**config.mk**
```make
export PLATFORM = sky130hd
export DESIGN_NAME = bpds_seq
export DESIGN_NICKNAME = d
export VERILOG_FILES = /design/src/inc/bpds_pkg.sv /design/src/inc/bpds_guard_if.sv /design/src/logic/bpds_dead_guard.sv /design/src/logic/bpds_seq.sv
export SDC_FILE = /design/constraint.sdc
export NUM_CORES = 1
export LEC_CHECK = 0
export BUFFER_PORTS_ARGS = -buffer_cell sky130_fd_sc_hd__buf_2
export CAP_MARGIN = 0
export CORE_ASPECT_RATIO = 2
export CORE_UTILIZATION = 53
export DETAILED_ROUTE_END_ITERATION = 8
export PLACE_DENSITY = 0.77
export SLEW_MARGIN = 5
export SYNTH_ARGS = -nofsm -noshare
export SYNTH_HDL_FRONTEND = slang
export SYNTH_SLANG_ARGS = --single-unit
```
**constraint.sdc**
```tcl
create_clock -name clock_i -period 2 [get_ports clock_i]
set_input_delay 0.4 -clock clock_i [delete_from_list [all_inputs] [get_ports clock_i]]
set_output_delay 0.4 -clock clock_i [all_outputs]
set_load 0.01 [all_outputs]
```
**src/inc/bpds_pkg.sv**
```systemverilog
// constants and types shared by the bridge drive sequencer
package bpds_pkg;
	// ----------------------------------------------------------------
	// clock and timing
	// ----------------------------------------------------------------
	localparam int CLK_NS = 50;
	localparam int OSC_KHZ = 1000;
	localparam int PERIOD_CYC = (1000000 / CLK_NS) / OSC_KHZ;
	localparam int BLANK_MIN_NS = 50;
	localparam int BLANK_MAX_NS = 300;
	localparam int BLANK_MIN_CYC = (BLANK_MIN_NS + CLK_NS - 1) / CLK_NS;
	localparam int BLANK_MAX_CYC = BLANK_MAX_NS / CLK_NS;
	localparam int LATCH_SET_NS = 415;
	localparam int LATCH_SET_CYC = LATCH_SET_NS / CLK_NS;
	// ----------------------------------------------------------------
	// widths and soft-start
	// ----------------------------------------------------------------
	localparam int BLANK_W = 4;
	localparam int DLY_W = 8;
	localparam int SS_W = 10;
	localparam int SS_CHARGE_DIV = 16;
	localparam logic [SS_W-1:0] SS_DIS_STEP = 10'h040;
	localparam logic [SS_W-1:0] SS_RESET = 10'h000;
	// ----------------------------------------------------------------
	// sequencer states
	// ----------------------------------------------------------------
	typedef enum logic [2:0] {st_lockout, st_off, st_run, st_hiccup, st_latched} bpds_state_t;
endpackage

```
**src/inc/bpds_guard_if.sv**
```systemverilog
// dead-time guard connection between sequencer and guard
`timescale 1ns/1ps
`default_nettype none
interface bpds_guard_if;
	logic cmd;
	logic low;
	logic [bpds_pkg::DLY_W-1:0] dead;
	logic drive;
	modport guard (input cmd, input low, input dead, output drive);
	modport ctrl (output cmd, output low, output dead, input drive);
endinterface
`default_nettype wire

```
**src/logic/bpds_dead_guard.sv**
```systemverilog
// high-side dead-time guard for one bridge leg
`timescale 1ns/1ps
`default_nettype none
module bpds_dead_guard (
	input wire logic clock_i,
	input wire logic nrst_i,
	bpds_guard_if.guard gif
);
	import bpds_pkg::*;
	logic low_q;
	logic [DLY_W-1:0] cnt;
	logic drive;
	logic next_low_q;
	logic [DLY_W-1:0] next_cnt;
	logic next_drive;
	// ----------------------------------------------------------------
	// hold off after same-leg low side falls
	// ----------------------------------------------------------------
	always_comb begin
		next_low_q = gif.low;
		next_cnt = cnt;
		if (low_q && !gif.low) begin
			next_cnt = gif.dead;
		end else if (cnt != '0) begin
			next_cnt = cnt - 1'b1;
		end
		next_drive = gif.cmd && !gif.low && !(low_q && !gif.low) && (cnt == '0);
	end
	always_ff @(posedge clock_i or negedge nrst_i) begin
		if (!nrst_i) begin
			low_q <= 1'b0;
			cnt <= '0;
			drive <= 1'b0;
		end else begin
			low_q <= next_low_q;
			cnt <= next_cnt;
			drive <= next_drive;
		end
	end
	assign gif.drive = drive;
endmodule
`default_nettype wire

```
**src/logic/bpds_seq.sv**
```systemverilog
// bridge drive sequencer: pwm timing, soft-start and fault handling
`timescale 1ns/1ps
`default_nettype none
module bpds_seq #(
	parameter int PERIOD = bpds_pkg::PERIOD_CYC
) (
	input wire logic clock_i,
	input wire logic nrst_i,
	input wire logic run_i,
	input wire logic fault_latch_input_i,
	input wire logic peak_current_sense_i,
	input wire logic ramp_at_error_i,
	input wire logic supply_above_on_i,
	input wire logic supply_below_off_i,
	input wire logic [bpds_pkg::BLANK_W-1:0] blank_cycles_i,
	input wire logic [bpds_pkg::DLY_W-1:0] res_delay_cycles_i,
	input wire logic [bpds_pkg::DLY_W-1:0] dead_cycles_i,
	output logic high_side_drive_a_o,
	output logic high_side_drive_b_o,
	output logic low_side_drive_a_o,
	output logic low_side_drive_b_o,
	output logic rectifier_gate_a_o,
	output logic rectifier_gate_b_o,
	output logic [bpds_pkg::SS_W-1:0] soft_start_level_o,
	output logic latched_o,
	output logic supply_lockout_o
);
	import bpds_pkg::*;
	localparam logic [7:0] PER_LAST = 8'(PERIOD - 1);
	localparam logic [4:0] SS_DIV_LAST = 5'(SS_CHARGE_DIV - 1);
	localparam logic [BLANK_W-1:0] BL_MIN = BLANK_W'(BLANK_MIN_CYC);
	localparam logic [BLANK_W-1:0] BL_MAX = BLANK_W'(BLANK_MAX_CYC);
	bpds_state_t state, next_state;
	logic supply_ok, next_supply_ok;
	logic fault_latch, next_fault_latch;
	logic [SS_W-1:0] ss, next_ss;
	logic [4:0] ss_div, next_ss_div;
	logic [7:0] per_cnt, next_per_cnt;
	logic phase, next_phase;
	logic dly_act, next_dly_act;
	logic [DLY_W-1:0] dly_cnt, next_dly_cnt;
	logic on, next_on;
	logic [BLANK_W-1:0] bl_cnt, next_bl_cnt;
	logic low_a, low_b, rect_a, rect_b;
	logic next_low_a, next_low_b, next_rect_a, next_rect_b;
	logic run_en, per_end, cmp_gated;
	logic [BLANK_W-1:0] blank_c;
	logic cut_hold, next_cut_hold;
	bpds_guard_if leg_a ();
	bpds_guard_if leg_b ();
	// ----------------------------------------------------------------
	// supply lockout, shutdown latch, state
	// ----------------------------------------------------------------
	always_comb begin
		next_supply_ok = supply_ok;
		if (supply_above_on_i) begin
			next_supply_ok = 1'b1;
		end else if (supply_below_off_i) begin
			next_supply_ok = 1'b0;
		end
		next_fault_latch = fault_latch || fault_latch_input_i;
		next_state = state;
		if (fault_latch || fault_latch_input_i) begin
			next_state = st_latched;
		end else if (!supply_ok) begin
			next_state = st_lockout;
		end else if (!run_i) begin
			next_state = st_off;
		end else begin
			unique case (state)
				st_lockout, st_off: next_state = st_run;
				st_run: next_state = peak_current_sense_i ? st_hiccup : st_run;
				st_hiccup: next_state = (ss == SS_RESET) ? st_run : st_hiccup;
				st_latched: next_state = st_latched;
			endcase
		end
	end
	// ----------------------------------------------------------------
	// soft-start ramp
	// ----------------------------------------------------------------
	always_comb begin
		next_ss_div = (ss_div == SS_DIV_LAST) ? 5'h00 : ss_div + 5'h01;
		next_ss = ss;
		unique case (state)
			st_run: begin
				if (ss_div == SS_DIV_LAST && ss != '1) begin
					next_ss = ss + 1'b1;
				end
			end
			st_hiccup: next_ss = (ss > SS_DIS_STEP) ? ss - SS_DIS_STEP : SS_RESET;
			default: next_ss = SS_RESET;
		endcase
	end
	// ----------------------------------------------------------------
	// period timing and low-side pulse
	// ----------------------------------------------------------------
	assign run_en = (state == st_run) && !peak_current_sense_i;
	assign per_end = (per_cnt == PER_LAST);
	assign blank_c = (blank_cycles_i < BL_MIN) ? BL_MIN : (blank_cycles_i > BL_MAX) ? BL_MAX : blank_cycles_i;
	assign cmp_gated = ramp_at_error_i && (bl_cnt == '0);
	always_comb begin
		next_per_cnt = per_end ? 8'h00 : per_cnt + 8'h01;
		next_phase = per_end ? !phase : phase;
		next_dly_act = dly_act;
		next_dly_cnt = dly_cnt;
		next_on = on;
		next_bl_cnt = (bl_cnt != '0) ? bl_cnt - 1'b1 : bl_cnt;
		if (!run_en || per_end) begin
			next_on = 1'b0;
			next_dly_act = 1'b0;
		end else if (per_cnt == 8'h00) begin
			next_dly_cnt = res_delay_cycles_i;
			next_dly_act = (res_delay_cycles_i != '0);
			next_on = (res_delay_cycles_i == '0);
			next_bl_cnt = blank_c;
		end else if (dly_act) begin
			next_dly_cnt = dly_cnt - 1'b1;
			if (dly_cnt == 8'h01) begin
				next_dly_act = 1'b0;
				next_on = 1'b1;
				next_bl_cnt = blank_c;
			end
		end else if (on && cmp_gated) begin
			next_on = 1'b0;
		end
		next_low_a = next_on && next_phase;
		next_low_b = next_on && !next_phase;
		next_rect_a = run_en && !next_phase;
		next_rect_b = run_en && next_phase;
	end
	always_ff @(posedge clock_i or negedge nrst_i) begin
		if (!nrst_i) begin
			state <= st_lockout;
			supply_ok <= 1'b0;
			fault_latch <= 1'b0;
			ss <= SS_RESET;
			ss_div <= 5'h00;
			per_cnt <= 8'h00;
			phase <= 1'b0;
			dly_act <= 1'b0;
			dly_cnt <= '0;
			on <= 1'b0;
			bl_cnt <= '0;
			low_a <= 1'b0;
			low_b <= 1'b0;
			rect_a <= 1'b0;
			rect_b <= 1'b0;
		end else begin
			state <= next_state;
			supply_ok <= next_supply_ok;
			fault_latch <= next_fault_latch;
			ss <= next_ss;
			ss_div <= next_ss_div;
			per_cnt <= next_per_cnt;
			phase <= next_phase;
			dly_act <= next_dly_act;
			dly_cnt <= next_dly_cnt;
			on <= next_on;
			bl_cnt <= next_bl_cnt;
			low_a <= next_low_a;
			low_b <= next_low_b;
			rect_a <= next_rect_a;
			rect_b <= next_rect_b;
		end
	end
	// ----------------------------------------------------------------
	// high-side guards and outputs
	// ----------------------------------------------------------------
	assign leg_a.cmd = run_en && !phase;
	assign leg_a.low = low_a;
	assign leg_a.dead = dead_cycles_i;
	assign leg_b.cmd = run_en && phase;
	assign leg_b.low = low_b;
	assign leg_b.dead = dead_cycles_i;
	bpds_dead_guard u_guard_a (.clock_i(clock_i), .nrst_i(nrst_i), .gif(leg_a.guard));
	bpds_dead_guard u_guard_b (.clock_i(clock_i), .nrst_i(nrst_i), .gif(leg_b.guard));
	assign high_side_drive_a_o = leg_a.drive;
	assign high_side_drive_b_o = leg_b.drive;
	assign low_side_drive_a_o = low_a;
	assign low_side_drive_b_o = low_b;
	assign rectifier_gate_a_o = rect_a;
	assign rectifier_gate_b_o = rect_b;
	assign soft_start_level_o = ss;
	assign latched_o = fault_latch;
	assign supply_lockout_o = !supply_ok;
	// ----------------------------------------------------------------
	// assertions
	// ----------------------------------------------------------------
	// pulse cut inside a period stays off until the next period
	always_comb begin
		next_cut_hold = per_end ? 1'b0 : (cut_hold || (on && !next_on));
	end
	always_ff @(posedge clock_i or negedge nrst_i) begin
		if (!nrst_i) begin
			cut_hold <= 1'b0;
		end else begin
			cut_hold <= next_cut_hold;
		end
	end
endmodule
`default_nettype wire

```
# --- Word level (Yosys, flattened, before mapping) ---
# Index checks and enable logic that the tools add are counted.
totals:
  out_inout_bits: 18
  ff_bits: 67
  inputBits: 28
  wordCells: 124
classes:
  addsub: 8
  n_bitwise: 1
  order_cmp: 3
  n_mux: 36
  eq_ne: 9
  reduce_logical: 46
op_table:
  columns: ["operator", "n"]
  rows:
  - ["8-bit 2-to-1 mux", 7]
  - ["8-bit zero test", 4]
  - ["4-bit 2-to-1 mux", 7]
  - ["8-bit nonzero test", 3]
  - ["8-bit by 1-bit subtractor with 8-bit output (second input constant)", 3]
  - ["10-bit 2-to-1 mux", 2]
  - ["10-bit one-hot mux with 2 select lines", 1]
  - ["1-bit logical AND", 18]
  - ["1-bit 2-to-1 mux", 14]
  - ["3-bit one-hot mux with 4 select lines", 1]
  - ["10-bit by 1-bit adder with 10-bit output (second input constant)", 1]
  - ["10-bit by 7-bit greater-than comparator with 1-bit output (second input constant)", 1]
  - ["10-bit zero test", 1]
  - ["10-bit inequality test (second input constant)", 1]
  - ["10-bit by 7-bit subtractor with 10-bit output (second input constant)", 1]
  - ["1-bit zero test", 9]
  - ["3-bit 2-to-1 mux", 3]
  - ["8-bit by 1-bit adder with 8-bit output (second input constant)", 1]
  - ["8-bit by 1-bit == test with 1-bit output (second input constant)", 1]
  - ["8-bit by 5-bit == test with 1-bit output (second input constant)", 1]
  - ["2-bit nonzero test", 4]
  - ["3-bit by 2-bit == test with 1-bit output (second input constant)", 2]
  - ["5-bit by 1-bit adder with 5-bit output (second input constant)", 1]
  - ["5-bit by 4-bit == test with 1-bit output (second input constant)", 1]
  - ["other kinds (14)", 15]

# --- Longest topological paths before layout ---
# Gate-level depths: netlist of run 1.
logic_depth:
  word_depth: 8
  ltp_mapped: 7
  depth_no_buf: 6

# --- By module ---
# Synthesis of run 1 repeated with hierarchy kept, for this count alone.
unflattened:
  hier_cells: 408
  hier_area_um2: 3844.9
by_module_without_submodules:
  columns: ["module", "cells_each", "seq_area_each_um2", "area_per_inst_um2", "n_inst"]
  rows:
  - ["bpds_seq", 282, 1176.1, 2621.3, 1]
  - ["bpds_dead_guard", 63, 250.2, 611.8, 2]

# --- Worst setup path before layout of run 1 ---
# OpenSTA, ideal clock, no wires.
synth_timing:
  path_kind: "register to register"
  from: "register per_cnt[3]"
  to: "register bl_cnt[0]"
  path_slack_ns: -0.186
  arrival_ns: 2.061
  required_time_ns: 1.875
  path_stages_with_launch: 7
  n_path_buf: 2
  period_less_slack_ns: 2.186
  setup_ns: 0.125
  cell_sequence: "dfrtp_1 > or4_1 > buf_6 > or3_1 > buf_6 > a21oi_4 > mux2_2"
synth_between:
  elab_chain_len: 3
  word_cells_on_any_way: 5
  classes_between: "1 x eq/ne; 2 x mux; 2 x reduce/logical"
synth_lines:
  columns: ["element", "line", "text"]
  rows:
  - ["start, declared", "bpds_seq.sv:38", "logic [7:0] per_cnt, next_per_cnt;"]
  - ["start signal, assigned", "bpds_seq.sv:154", "per_cnt <= next_per_cnt;"]
  - ["8-bit zero test / 8-bit by 5-bit == test with 1-bit output (equally long branches)", "bpds_seq.sv:111, bpds_seq.sv:98", null]
  - ["4-bit 2-to-1 mux / 1-bit logical OR (equally long branches)", "bpds_seq.sv:111, bpds_seq.sv:108", null]
  - ["4-bit 2-to-1 mux (*)", "bpds_seq.sv:108", "if (!run_en || per_end) begin"]
  - ["named net next_bl_cnt[0]", "bpds_seq.sv:43", "logic [BLANK_W-1:0] bl_cnt, next_bl_cnt;"]
  - ["end signal, assigned", "bpds_seq.sv:159", "bl_cnt <= next_bl_cnt;"]
  - ["end, declared", "bpds_seq.sv:43", null]
# The timed path passes the listed nets; every way through them passes the cells marked *.
# A chain may end at the register's enable or synchronous reset.

# --- Worst setup path after layout of run 1 ---
layout_timing:
  from: "register per_cnt[6]"
  to: "register low_a (netlist: low_side_drive_a_o)"
layout_between:
  elab_chain_len: 4
  word_cells_on_any_way: 7
  classes_between: "1 x eq/ne; 3 x mux; 3 x reduce/logical"
layout_lines:
  columns: ["element", "line", "text"]
  rows:
  - ["8-bit zero test / 8-bit by 5-bit == test with 1-bit output (equally long branches)", "bpds_seq.sv:111, bpds_seq.sv:98", null]
  - ["1-bit 2-to-1 mux / 1-bit logical OR (equally long branches)", "bpds_seq.sv:111, bpds_seq.sv:108", null]
  - ["1-bit 2-to-1 mux", "bpds_seq.sv:108", null]
  - ["1-bit logical AND (*)", "bpds_seq.sv:126", "next_low_a = next_on && next_phase;"]
  - ["named net next_low_a", "bpds_seq.sv:45", "logic next_low_a, next_low_b, next_rect_a, next_rect_b;"]
  - ["end signal, assigned", "bpds_seq.sv:160", "low_a <= next_low_a;"]
  - ["end, declared", "bpds_seq.sv:44", "logic low_a, low_b, rect_a, rect_b;"]
# Marked as above.

==> run metrics, run 1 <==
asr flop ratio synth 100.0%; post-synth top area cell dfrtp_1; antenna violations before repair 0; Pwr Density 784.4 nW/um^2; core area 6940 sq um; pre-CTS setup slack -0.1512 ns; Placement Cell Area 4364 sq um; Max Cap Viol 0; clk_skew 0.006671 ns; DR vias/cell 5.889; top cell type's share of synthesized area 44.06%; EDFF count, synth 0; fin cells 570; total power 3.697 mW; # setup viols final 0; sequential area share after synthesis 44.06%; top cells by area, synth dfrtp_1, ha_1, nor2_1; RSZ-0062 raised after global routing yes; Critical Path Source per_cnt[6]; first-pass GRT wire length 15.03 mm; Syn. warnings 0; Slowest-stage cell, CP or4_4; fin crit period 2.000 ns; DRT Pass-1 Iters 4; largest net degree at the start of global routing 48; IO Port Bufs 45; vias post-DR 3,357; row count 43; number of global-route vias before repair 3,341; grt ovf 0; top_reg_cell synth dfrtp_1; Syn Std Cell Area 3805 sq um; Synth cell types 64; DRC errors left 0; Mapped Nets 442; Critical Path RT 2.23 ns; final WL 9.275 mm; wire per inst 16.27 um; Boundary Pins 46; cell area after layout 4713 sq um; TNS Setup 0 ns; initial drt markers 288; WS Path Type flop to flop; Critical Path, Cell by Cell or4_4 > or3_4 > a31o_4 > nor4b_2; Hold-fix buffers, CTS 0; most numerous cell in the Yosys netlist dfrtp_1; Placed Cells 553; area delta synth->final 23.87%; Leak 2.138 nW; Longest Clk Path Bufs 2; HPWL Detailed 6.868 mm; Max Slew Vio Count 0; Clk pin slew, worst setup/hold paths 0.05 ns; Arrival @ worst endpoint 2.23 ns; Register Area 1677 sq um; CTS tree done; Starting Density 54.82%; Bufs and invs on worst path 0; HP Class input port to asynchronous set/reset pin; die height 121.8 um; CP top delay family simple AND/OR/NAND/NOR gates; post-route setup slack 0.0004583 ns; Hold Fails Final Rpt 0; Syn Area/Cell 9.560 sq um; htree depth 3; Least-Margin Pin Slew 0.5107 ns; slew margin rel. 65.95%; GR Util All Layers 27.33%; Max VDD drop 542.9 uV; Worst setup SP type flop; share of cells above drive strength 1 24.38%; fin nets 519; clk sinks 67; Synth Register Bits 67; Post-synth top cells dfrtp_1, nor2_1, inv_1; Num CTS Buffers 9; Critical Path Fanout Max 5; multi-input logic area 2007 sq um; clock root buffer clkbuf_16; gpl congestion 0.9472; width of the die 61.91 um; Worst setup EP type flop; Largest stage delay, worst path 0.56 ns; die area 7542 sq um; fillers 538; Max Clk Rate 500.1 MHz; Antenna Nets Post-Route 0; status finished clean; ant diodes 0; Critical R2R Launch per_cnt[6]; Synth Instances 398; worst-skew pair later-pin latency 0.33 ns; fin crit share 99.98%
[registers in the layout (all words and copies together) (netlist names), 3 cells and up]
signal              count
state                   3
soft_start_level_o     10
bl_cnt                  4
per_cnt                 8
u_guard_a.cnt           8
u_guard_b.cnt           8
dly_cnt                 8
ss_div                  5
[metal layers]
metal	share of wire, %	global-route usage [%]	routed length, um
met4	4.7	16.11	433
met1	37	29.42	3406
met2	55	46.24	5060
met3	4.0	6.476	375
met5	0	0	0
[final cells by class]
| cell class | instances | share of cell area [%] |
|---|---|---|
| Inverter | 28 | 2.230 |
| Multi-Input combinational cell | 285 | 42.58 |
| Sequential cell | 67 | 35.57 |
| Clock buffer | 14 | 5.601 |
| Tap cell | 90 | 2.389 |
| Clock inverter | 2 | 0.2124 |
| Timing Repair Buffer | 84 | 11.41 |
[path summary, 6_finish.rpt]
path / cells past startpoint / end / slack (ns)
max: 4 / low_side_drive_a_o / 0.0005
min: 1 / u_guard_b.cnt[2] / 0.03
max reg2reg: 4 / low_side_drive_a_o / 0.0005
min reg2reg: 0 / u_guard_b.low_q / 0.44
max in group asynchronous: 2 / bl_cnt[2] / 1.34
min in group clock_i: 2 / supply_ok / 0.24
[report_power, final]
group	total, mW	switching [mW]	internal (mW)
registers	1.69	0.163	1.53
clock network	1.45	0.549	0.903
logic	0.554	0.265	0.289
total	3.70	0.977	2.72
[cells in the final DEF (no fill, tap or decap), types with 5 or more instances in the layout]
cell,n
a211oi_1,12
inv_1,28
o21ai_0,13
buf_2,45
nor2_1,36
nand4_1,9
ha_1,16
nor3_1,13
nor2b_1,6
nand2b_1,12
xnor2_1,13
nand3_1,12
mux2i_1,5
xor2_1,6
nand2_1,20
clkbuf_16,9
nor4_1,14
dfrtp_1,67
a21oi_1,15
a31oi_1,8
buf_4,36
[stage by stage]
| stage | util [%] | hold WS, ns |
|---|---|---|
| floorplan | - | 0.1044 |
| global placement | 62.88 | 0.3990 |
| detailed placement | 62.88 | 0.4027 |
| CTS | 67.32 | 0.04733 |
| global route | 67.91 | 0.06966 |
| finish | 67.91 | 0.03065 |
[kinds of logic (layout without fill, tap and decap cells)]
group                    count (synthesis)  count (layout)  synth area share [%]
multiplexers                             6               6                 1.611
flip-flops                              67              67                 44.06
adder cells (fa/ha/maj)                 17              17                 5.524
AND/OR/NAND/NOR                        155             155                 22.76
buffers and inverters                   46             128                 4.998
XOR/XNOR                                20              20                 4.604
AO/OA/AOI/OAI                           87              87                 16.44
[what timing repair did]
item                                    in CTS  in global routing
endpoints found under the setup margin      14                  8
setup buffers                                0                  1
resized for setup                            8                  5
pin swaps                                    2                  0
(Power assumes the default switching activity.)
==> inputs of run 2 (changes only) <==
==> constraint.sdc (replaced) <==
create_clock -name clock_i -period 2 [get_ports clock_i]
set_input_delay 0.1 -clock clock_i [delete_from_list [all_inputs] [get_ports clock_i]]
set_output_delay 0.1 -clock clock_i [all_outputs]
set_load 0.01 [all_outputs]
==> run 2 against run 1 <==
Compared with the run above: register-to-register slack improved by 0.02 ns; die area did not move; combinational power rose by 4.0%; critical endpoint is now dly_cnt[6]; highest routed layer unchanged.
==> run metrics, run 2 (same netlist as run 1, synthesis figures left out) <==
status finished clean; Leak 2.169 nW (+1.4%); initial drt markers 235 (-18%); P_int 2.801 mW (+3.0%); clock share of power 40.5% (+1.2 points); vias post-DR 3,463 (+3.2%); HPWL Detailed 6.725 mm (-2.1%); Max Clk Rate 505.6 MHz (+1.1%); setup bufs post-CTS 0 (unchanged); HP Class input port to flop; total power 3.806 mW (+2.9%); width of the die 61.91 um (unchanged); Critical Path Fanout Max 5 (unchanged); Hold Fails Final Rpt 0 (unchanged); Arrival @ worst endpoint 2.25 ns (+0.02 ns); ant diodes 0 (unchanged); Longest Clk Path Bufs 2 (unchanged); gpl congestion 0.9442 (-0.32%); most common cell after layout, fill and taps aside dfrtp_1; Pwr Density 792.7 nW/um^2 (+1.1%); Worst setup EP type flop; Flop pwr share 44.3% (-1.5 points); switching pwr 1.005 mW (+2.8%); htree depth 3 (unchanged); Critical Path RT 2.27 ns (+0.04 ns); DRT Pass-1 Iters 4 (unchanged); Boundary Pins 46 (unchanged); worst-skew pair later-pin latency 0.34 ns (about the same); DRC errors left 0 (unchanged); grt ovf 0 (unchanged); Num CTS Buffers 9 (unchanged); post-layout util 69.17% (+1.3 points); Max VDD drop 526.7 uV (-3.0%); Antenna Nets Post-Route 0 (unchanged); slew margin rel. 63.63% (-2.3 points); RSZ-0062 raised after global routing yes; clk_skew 0.005334 ns (-0.001337 ns); IO Port Bufs 45 (unchanged); die area 7542 sq um (unchanged); final WL 9.455 mm (+1.9%); number of flip-flops in the largest register 10 (unchanged); # setup viols final 0 (unchanged); Max Cap Viol 0 (unchanged); Starting Density 54.82% (unchanged); Worst setup SP type flop; fin crit share 98.89% (-1.1 points); clk sinks 67 (unchanged); first-pass GRT wire length 15.07 mm (+0.27%); largest net degree at the start of global routing 68 (+42%); row count 43 (unchanged); share of cells above drive strength 1 24.54% (+0.16 points); leading cell types in the layout, fill and taps excluded dfrtp_1, buf_2, nor2_1; Least-Margin Pin Slew 0.5405 ns (+0.02981 ns); Logic pwr share 15.1% (about the same); die height 121.8 um (unchanged); antenna violations before repair 0 (unchanged); Max Slew Vio Count 0 (unchanged); area delta synth->final 26.18%; wire per inst 16.44 um (+1.1%); Clk pin slew, worst setup/hold paths 0.05 ns (about the same); clock root buffer clkbuf_16; WS Path Type flop to flop; core area 6940 sq um (unchanged); fin nets 524 (+0.96%); sw frac 26.40% (about the same); GR Util All Layers 27.16% (-0.16 points); number of global-route vias before repair 3,380 (+1.2%); Placement Cell Area 4364 sq um (unchanged); CTS tree done; fin crit period 1.978 ns (-0.02177 ns); worst hold slack 0.05389 ns (+0.02325 ns); DR vias/cell 6.023 (+2.3%); cell area after layout 4801 sq um (+1.9%)
## run 2: cell types whose count changed in the layout (fill, tap and decap cells not counted), moves of 2 or more
cell	previous run	this run
dlygate4sd3_1	0	6
a41oi_1	2	0
a41oi_2	0	2
clkbuf_8	2	4
## run 2: repair_timing
item / in CTS / in global routing
pin swaps: 1 / 1
setup endpoints to repair: 12 / 11
gates resized for setup: 8 / 7
hold endpoints to repair: 71 / 0
hold buffers: 6 / 0
gates cloned: 0 / 0
## run 2: worst max-delay path: stages (launching register included)
cell,delay (ns)
dfrtp_1,0.37
or4_4,0.57
or3_4,0.40
buf_4,0.18
a211oi_2,0.22
o22a_1,0.18
## run 2: power groups by stage
stage | Sequential [mW] | Combinational, mW | Clock, mW
final | 1.69 | 0.576 | 1.54
after global routing | 1.71 | 0.653 | 1.61
after CTS | 1.68 | 0.581 | 1.56
after detailed placement | 1.70 | 0.560 | 0
after global placement | 1.70 | 0.530 | 0
after floorplan | 1.67 | 0.416 | 0
## run 2: layout make-up
type	instances	area, sq um
Clock inverter	1	5.005
Inverter	28	105.1
Multi-Input combinational cell	285	2023
Tap cell	90	112.6
Clock buffer	15	287.8
Timing Repair Buffer	89	590.6
Sequential cell	67	1677
Fill cell	531	2140
## run 2: metal layers
layer  vias to the layer above  GRT usage (%)  routed length, um  part of all wire (%)
met5                         -              0                  0                     0
met4                         0          17.08                332                   3.5
met3                        32          4.883                350                   3.7
met2                       123          46.51               5245                    55
met1                      1697          29.17               3527                    37
li1                       1611              -                  -                     -
## run 2: worst paths after layout
kind / start / end / slack, ns / cells past startpoint
max in group asynchronous: nrst_i / soft_start_level_o[2] / 1.39 / 3
min: blank_cycles_i[2] / bl_cnt[2] / 0.05 / 3
max: per_cnt[6] / dly_cnt[6] / 0.02 / 5
max reg2reg: per_cnt[6] / dly_cnt[6] / 0.02 / 5
min in group asynchronous: nrst_i / u_guard_b.cnt[5] / 0.31 / 3
min reg2reg: low_side_drive_b_o / u_guard_b.low_q / 0.45 / 0
## run 2: stage by stage
stage	setup TNS (ns)	worst slack [ns]	instances
final	0	0.02223	575
after global routing	-0.04309	-0.02139	575
after CTS	0	0.001320	575
after detailed placement	-0.5734	-0.1253	553
after global placement	-0.02573	-0.01562	553
after floorplan	-0.2728	-0.1420	398
==> inputs of run 3 (changes only) <==
REMOVE_ABC_BUFFERS = 1   (was not set)
SLEW_MARGIN = not set   (was 5)
==> run 3 against run 2 <==
Compared with the run above: design area up 2.1%; via count unchanged; critical endpoint unchanged; worst setup slack worse by 0.019 ns; highest routed layer unchanged; clock-buffer cell count down 6.
==> run metrics, run 3 (same netlist as run 1, synthesis figures left out) <==
multi-input logic area 2006 sq um (-0.87%); Critical Path RT 2.28 ns (about the same); most common cell after layout, fill and taps aside dfrtp_1; first-pass GRT wire length 15.70 mm (+4.2%); Max Slew Vio Count 0 (unchanged); wire per inst 17.44 um (+6.0%); HP Class input port to flop; clk sinks 67 (unchanged); die area 7542 sq um (unchanged); worst hold path depth 2 (-1); Worst setup EP type flop; Critical Path, Cell by Cell or4_4 > or3_4 > buf_4 > a211oi_1 > o22a_1; Pwr Density 841.4 nW/um^2 (+6.1%); Leak 2.227 nW (+2.7%); worst-skew pair later-pin latency 0.34 ns (about the same); leading cell types in the layout, fill and taps excluded dfrtp_1, buf_2, buf_4; Critical Path Source per_cnt[6]; WS Path Type flop to flop; fin crit period 1.997 ns (+0.01935 ns); hold worst-path end state[0]; Max Cap Viol 0 (unchanged); fin nets 531 (+1.3%); DRC errors left 0 (unchanged); CTS tree done; grt ovf 0 (unchanged); Antenna Nets Post-Route 0 (unchanged); Placement Cell Area 4378 sq um (+0.32%); clk_skew 0.005843 ns (+0.0005090 ns); Critical Path Fanout Max 5 (unchanged); fin cells 582 (+1.2%); Slowest-stage cell, CP or4_4; vias post-DR 3,463 (unchanged); die height 121.8 um (unchanged); Worst setup SP type flop; width of the die 61.91 um (unchanged); area delta synth->final 28.77%; CP top delay family simple AND/OR/NAND/NOR gates; status finished clean; HPWL Detailed 6.886 mm (+2.4%); Bufs and invs on worst path 1 (unchanged); Longest Clk Path Bufs 2 (unchanged); number of global-route vias before repair 3,468 (+2.6%); row count 43 (unchanged); Starting Density 54.82% (unchanged); antenna violations before repair 0 (unchanged); DRT Pass-1 Iters 7 (+3); htree depth 3 (unchanged); R2R depth 5 (unchanged); clock root buffer clkbuf_16; gpl congestion 0.8735 (-7.5%); Placed Cells 556 (+0.54%); Num CTS Buffers 9 (unchanged); DR vias/cell 5.950 (-1.2%); number of flip-flops in the largest register 10 (unchanged); Register Area 1677 sq um (unchanged); fillers 527 (-0.75%); TNS Setup 0 ns (unchanged); ant diodes 0 (unchanged); Largest stage delay, worst path 0.55 ns (-0.02 ns); GR Util All Layers 28.71% (+1.6 points); Arrival @ worst endpoint 2.28 ns (+0.03 ns); Critical R2R Launch per_cnt[6]; initial drt markers 265 (+13%); final WL 10.15 mm (+7.3%); Boundary Pins 46 (unchanged); IO Port Bufs 45 (unchanged); cell area after layout 4900 sq um (+2.1%); largest net degree at the start of global routing 48 (-29%); share of cells above drive strength 1 26.02% (+1.5 points); worst reg2reg setup slack 0.003 ns (-0.02 ns); Hold Fails Final Rpt 0 (unchanged); fin crit share 99.86% (+0.97 points); # setup viols final 0 (unchanged); Max VDD drop 615.8 uV (+17%); worst hold slack 0.01137 ns (-0.04252 ns); Least-Margin Pin Slew 0.6144 ns (+0.07389 ns); Clk pin slew, worst setup/hold paths 0.06 ns (about the same); core area 6940 sq um (unchanged); Max Clk Rate 500.7 MHz (-0.97%); worst r2r dst dly_cnt[6]; HP Start run_i; slew margin rel. 58.66% (-5.0 points); RSZ-0062 raised after global routing yes
## run 3: cell count changes in the layout (fill, tap and decap cells not counted), sizes merged
| cell | change |
|---|---|
| clkinv | +2 |
| inv | +1 |
| buf | +9 |
| clkbuf | -6 |
| bufinv | +3 |
| dlygate4sd3 | -2 |
## run 3: worst max-delay path by stage
stage	to	slack, ns	depth (start not counted)
2_1_floorplan	bl_cnt[0]	-0.29	4
3_3_place_gp	dly_act	-0.03	6
3_5_place_dp	dly_act	-0.07	6
4_1_cts	dly_act	-0.02	5
5_1_grt	dly_cnt[6]	-0.07	5
6_report	dly_cnt[6]	0.003	5
## run 3: where the power goes
part           total [mW]  switching [mW]  internal, mW
combinational       0.574           0.277         0.297
clock                1.86           0.635          1.23
sequential           1.69           0.158          1.53
## run 3: final cells by class
cell class	count	area share, %
clock buffer	9	4.597
clock inverter	7	2.554
inverter	28	2.145
multi-input combinational	285	40.93
sequential	67	34.22
tap	90	2.298
timing repair buffer	96	13.25
## run 3: per-stage QoR
stage	setup WS [ns]	power (mW)	utilization, %
floorplan	-0.2852	2.083	-
global placement	-0.02519	2.217	63.08
detailed placement	-0.06606	2.266	63.08
CTS	-0.02244	4.124	68.97
global route	-0.06878	4.283	70.60
finish	0.002875	4.123	70.60
## run 3: timing repair
item                                    in CTS  in global routing
hold buffers                                 4                  0
endpoints found under the hold margin       22                  0
pin swaps                                    1                  6
resized for setup                            5                 13
setup buffers                                0                  6
endpoints found under the setup margin      14                 18
## run 3: metal layers
layer / vias up / part of all wire [%] / GRT usage, %
met1: 1685 / 37 / 29.88
li1: 1634 / - / -
met4: 0 / 3.8 / 16.94
met2: 111 / 56 / 50.87
met3: 33 / 2.9 / 4.777
met5: - / 0 / 0
## run 3: worst register-to-register path, delay by kind of cell (launching register included)
kind / cells / cell delay [ns]
flops: 1 / 0.39
simple gates: 2 / 0.95
compound gates: 2 / 0.42
buf+inv: 1 / 0.18
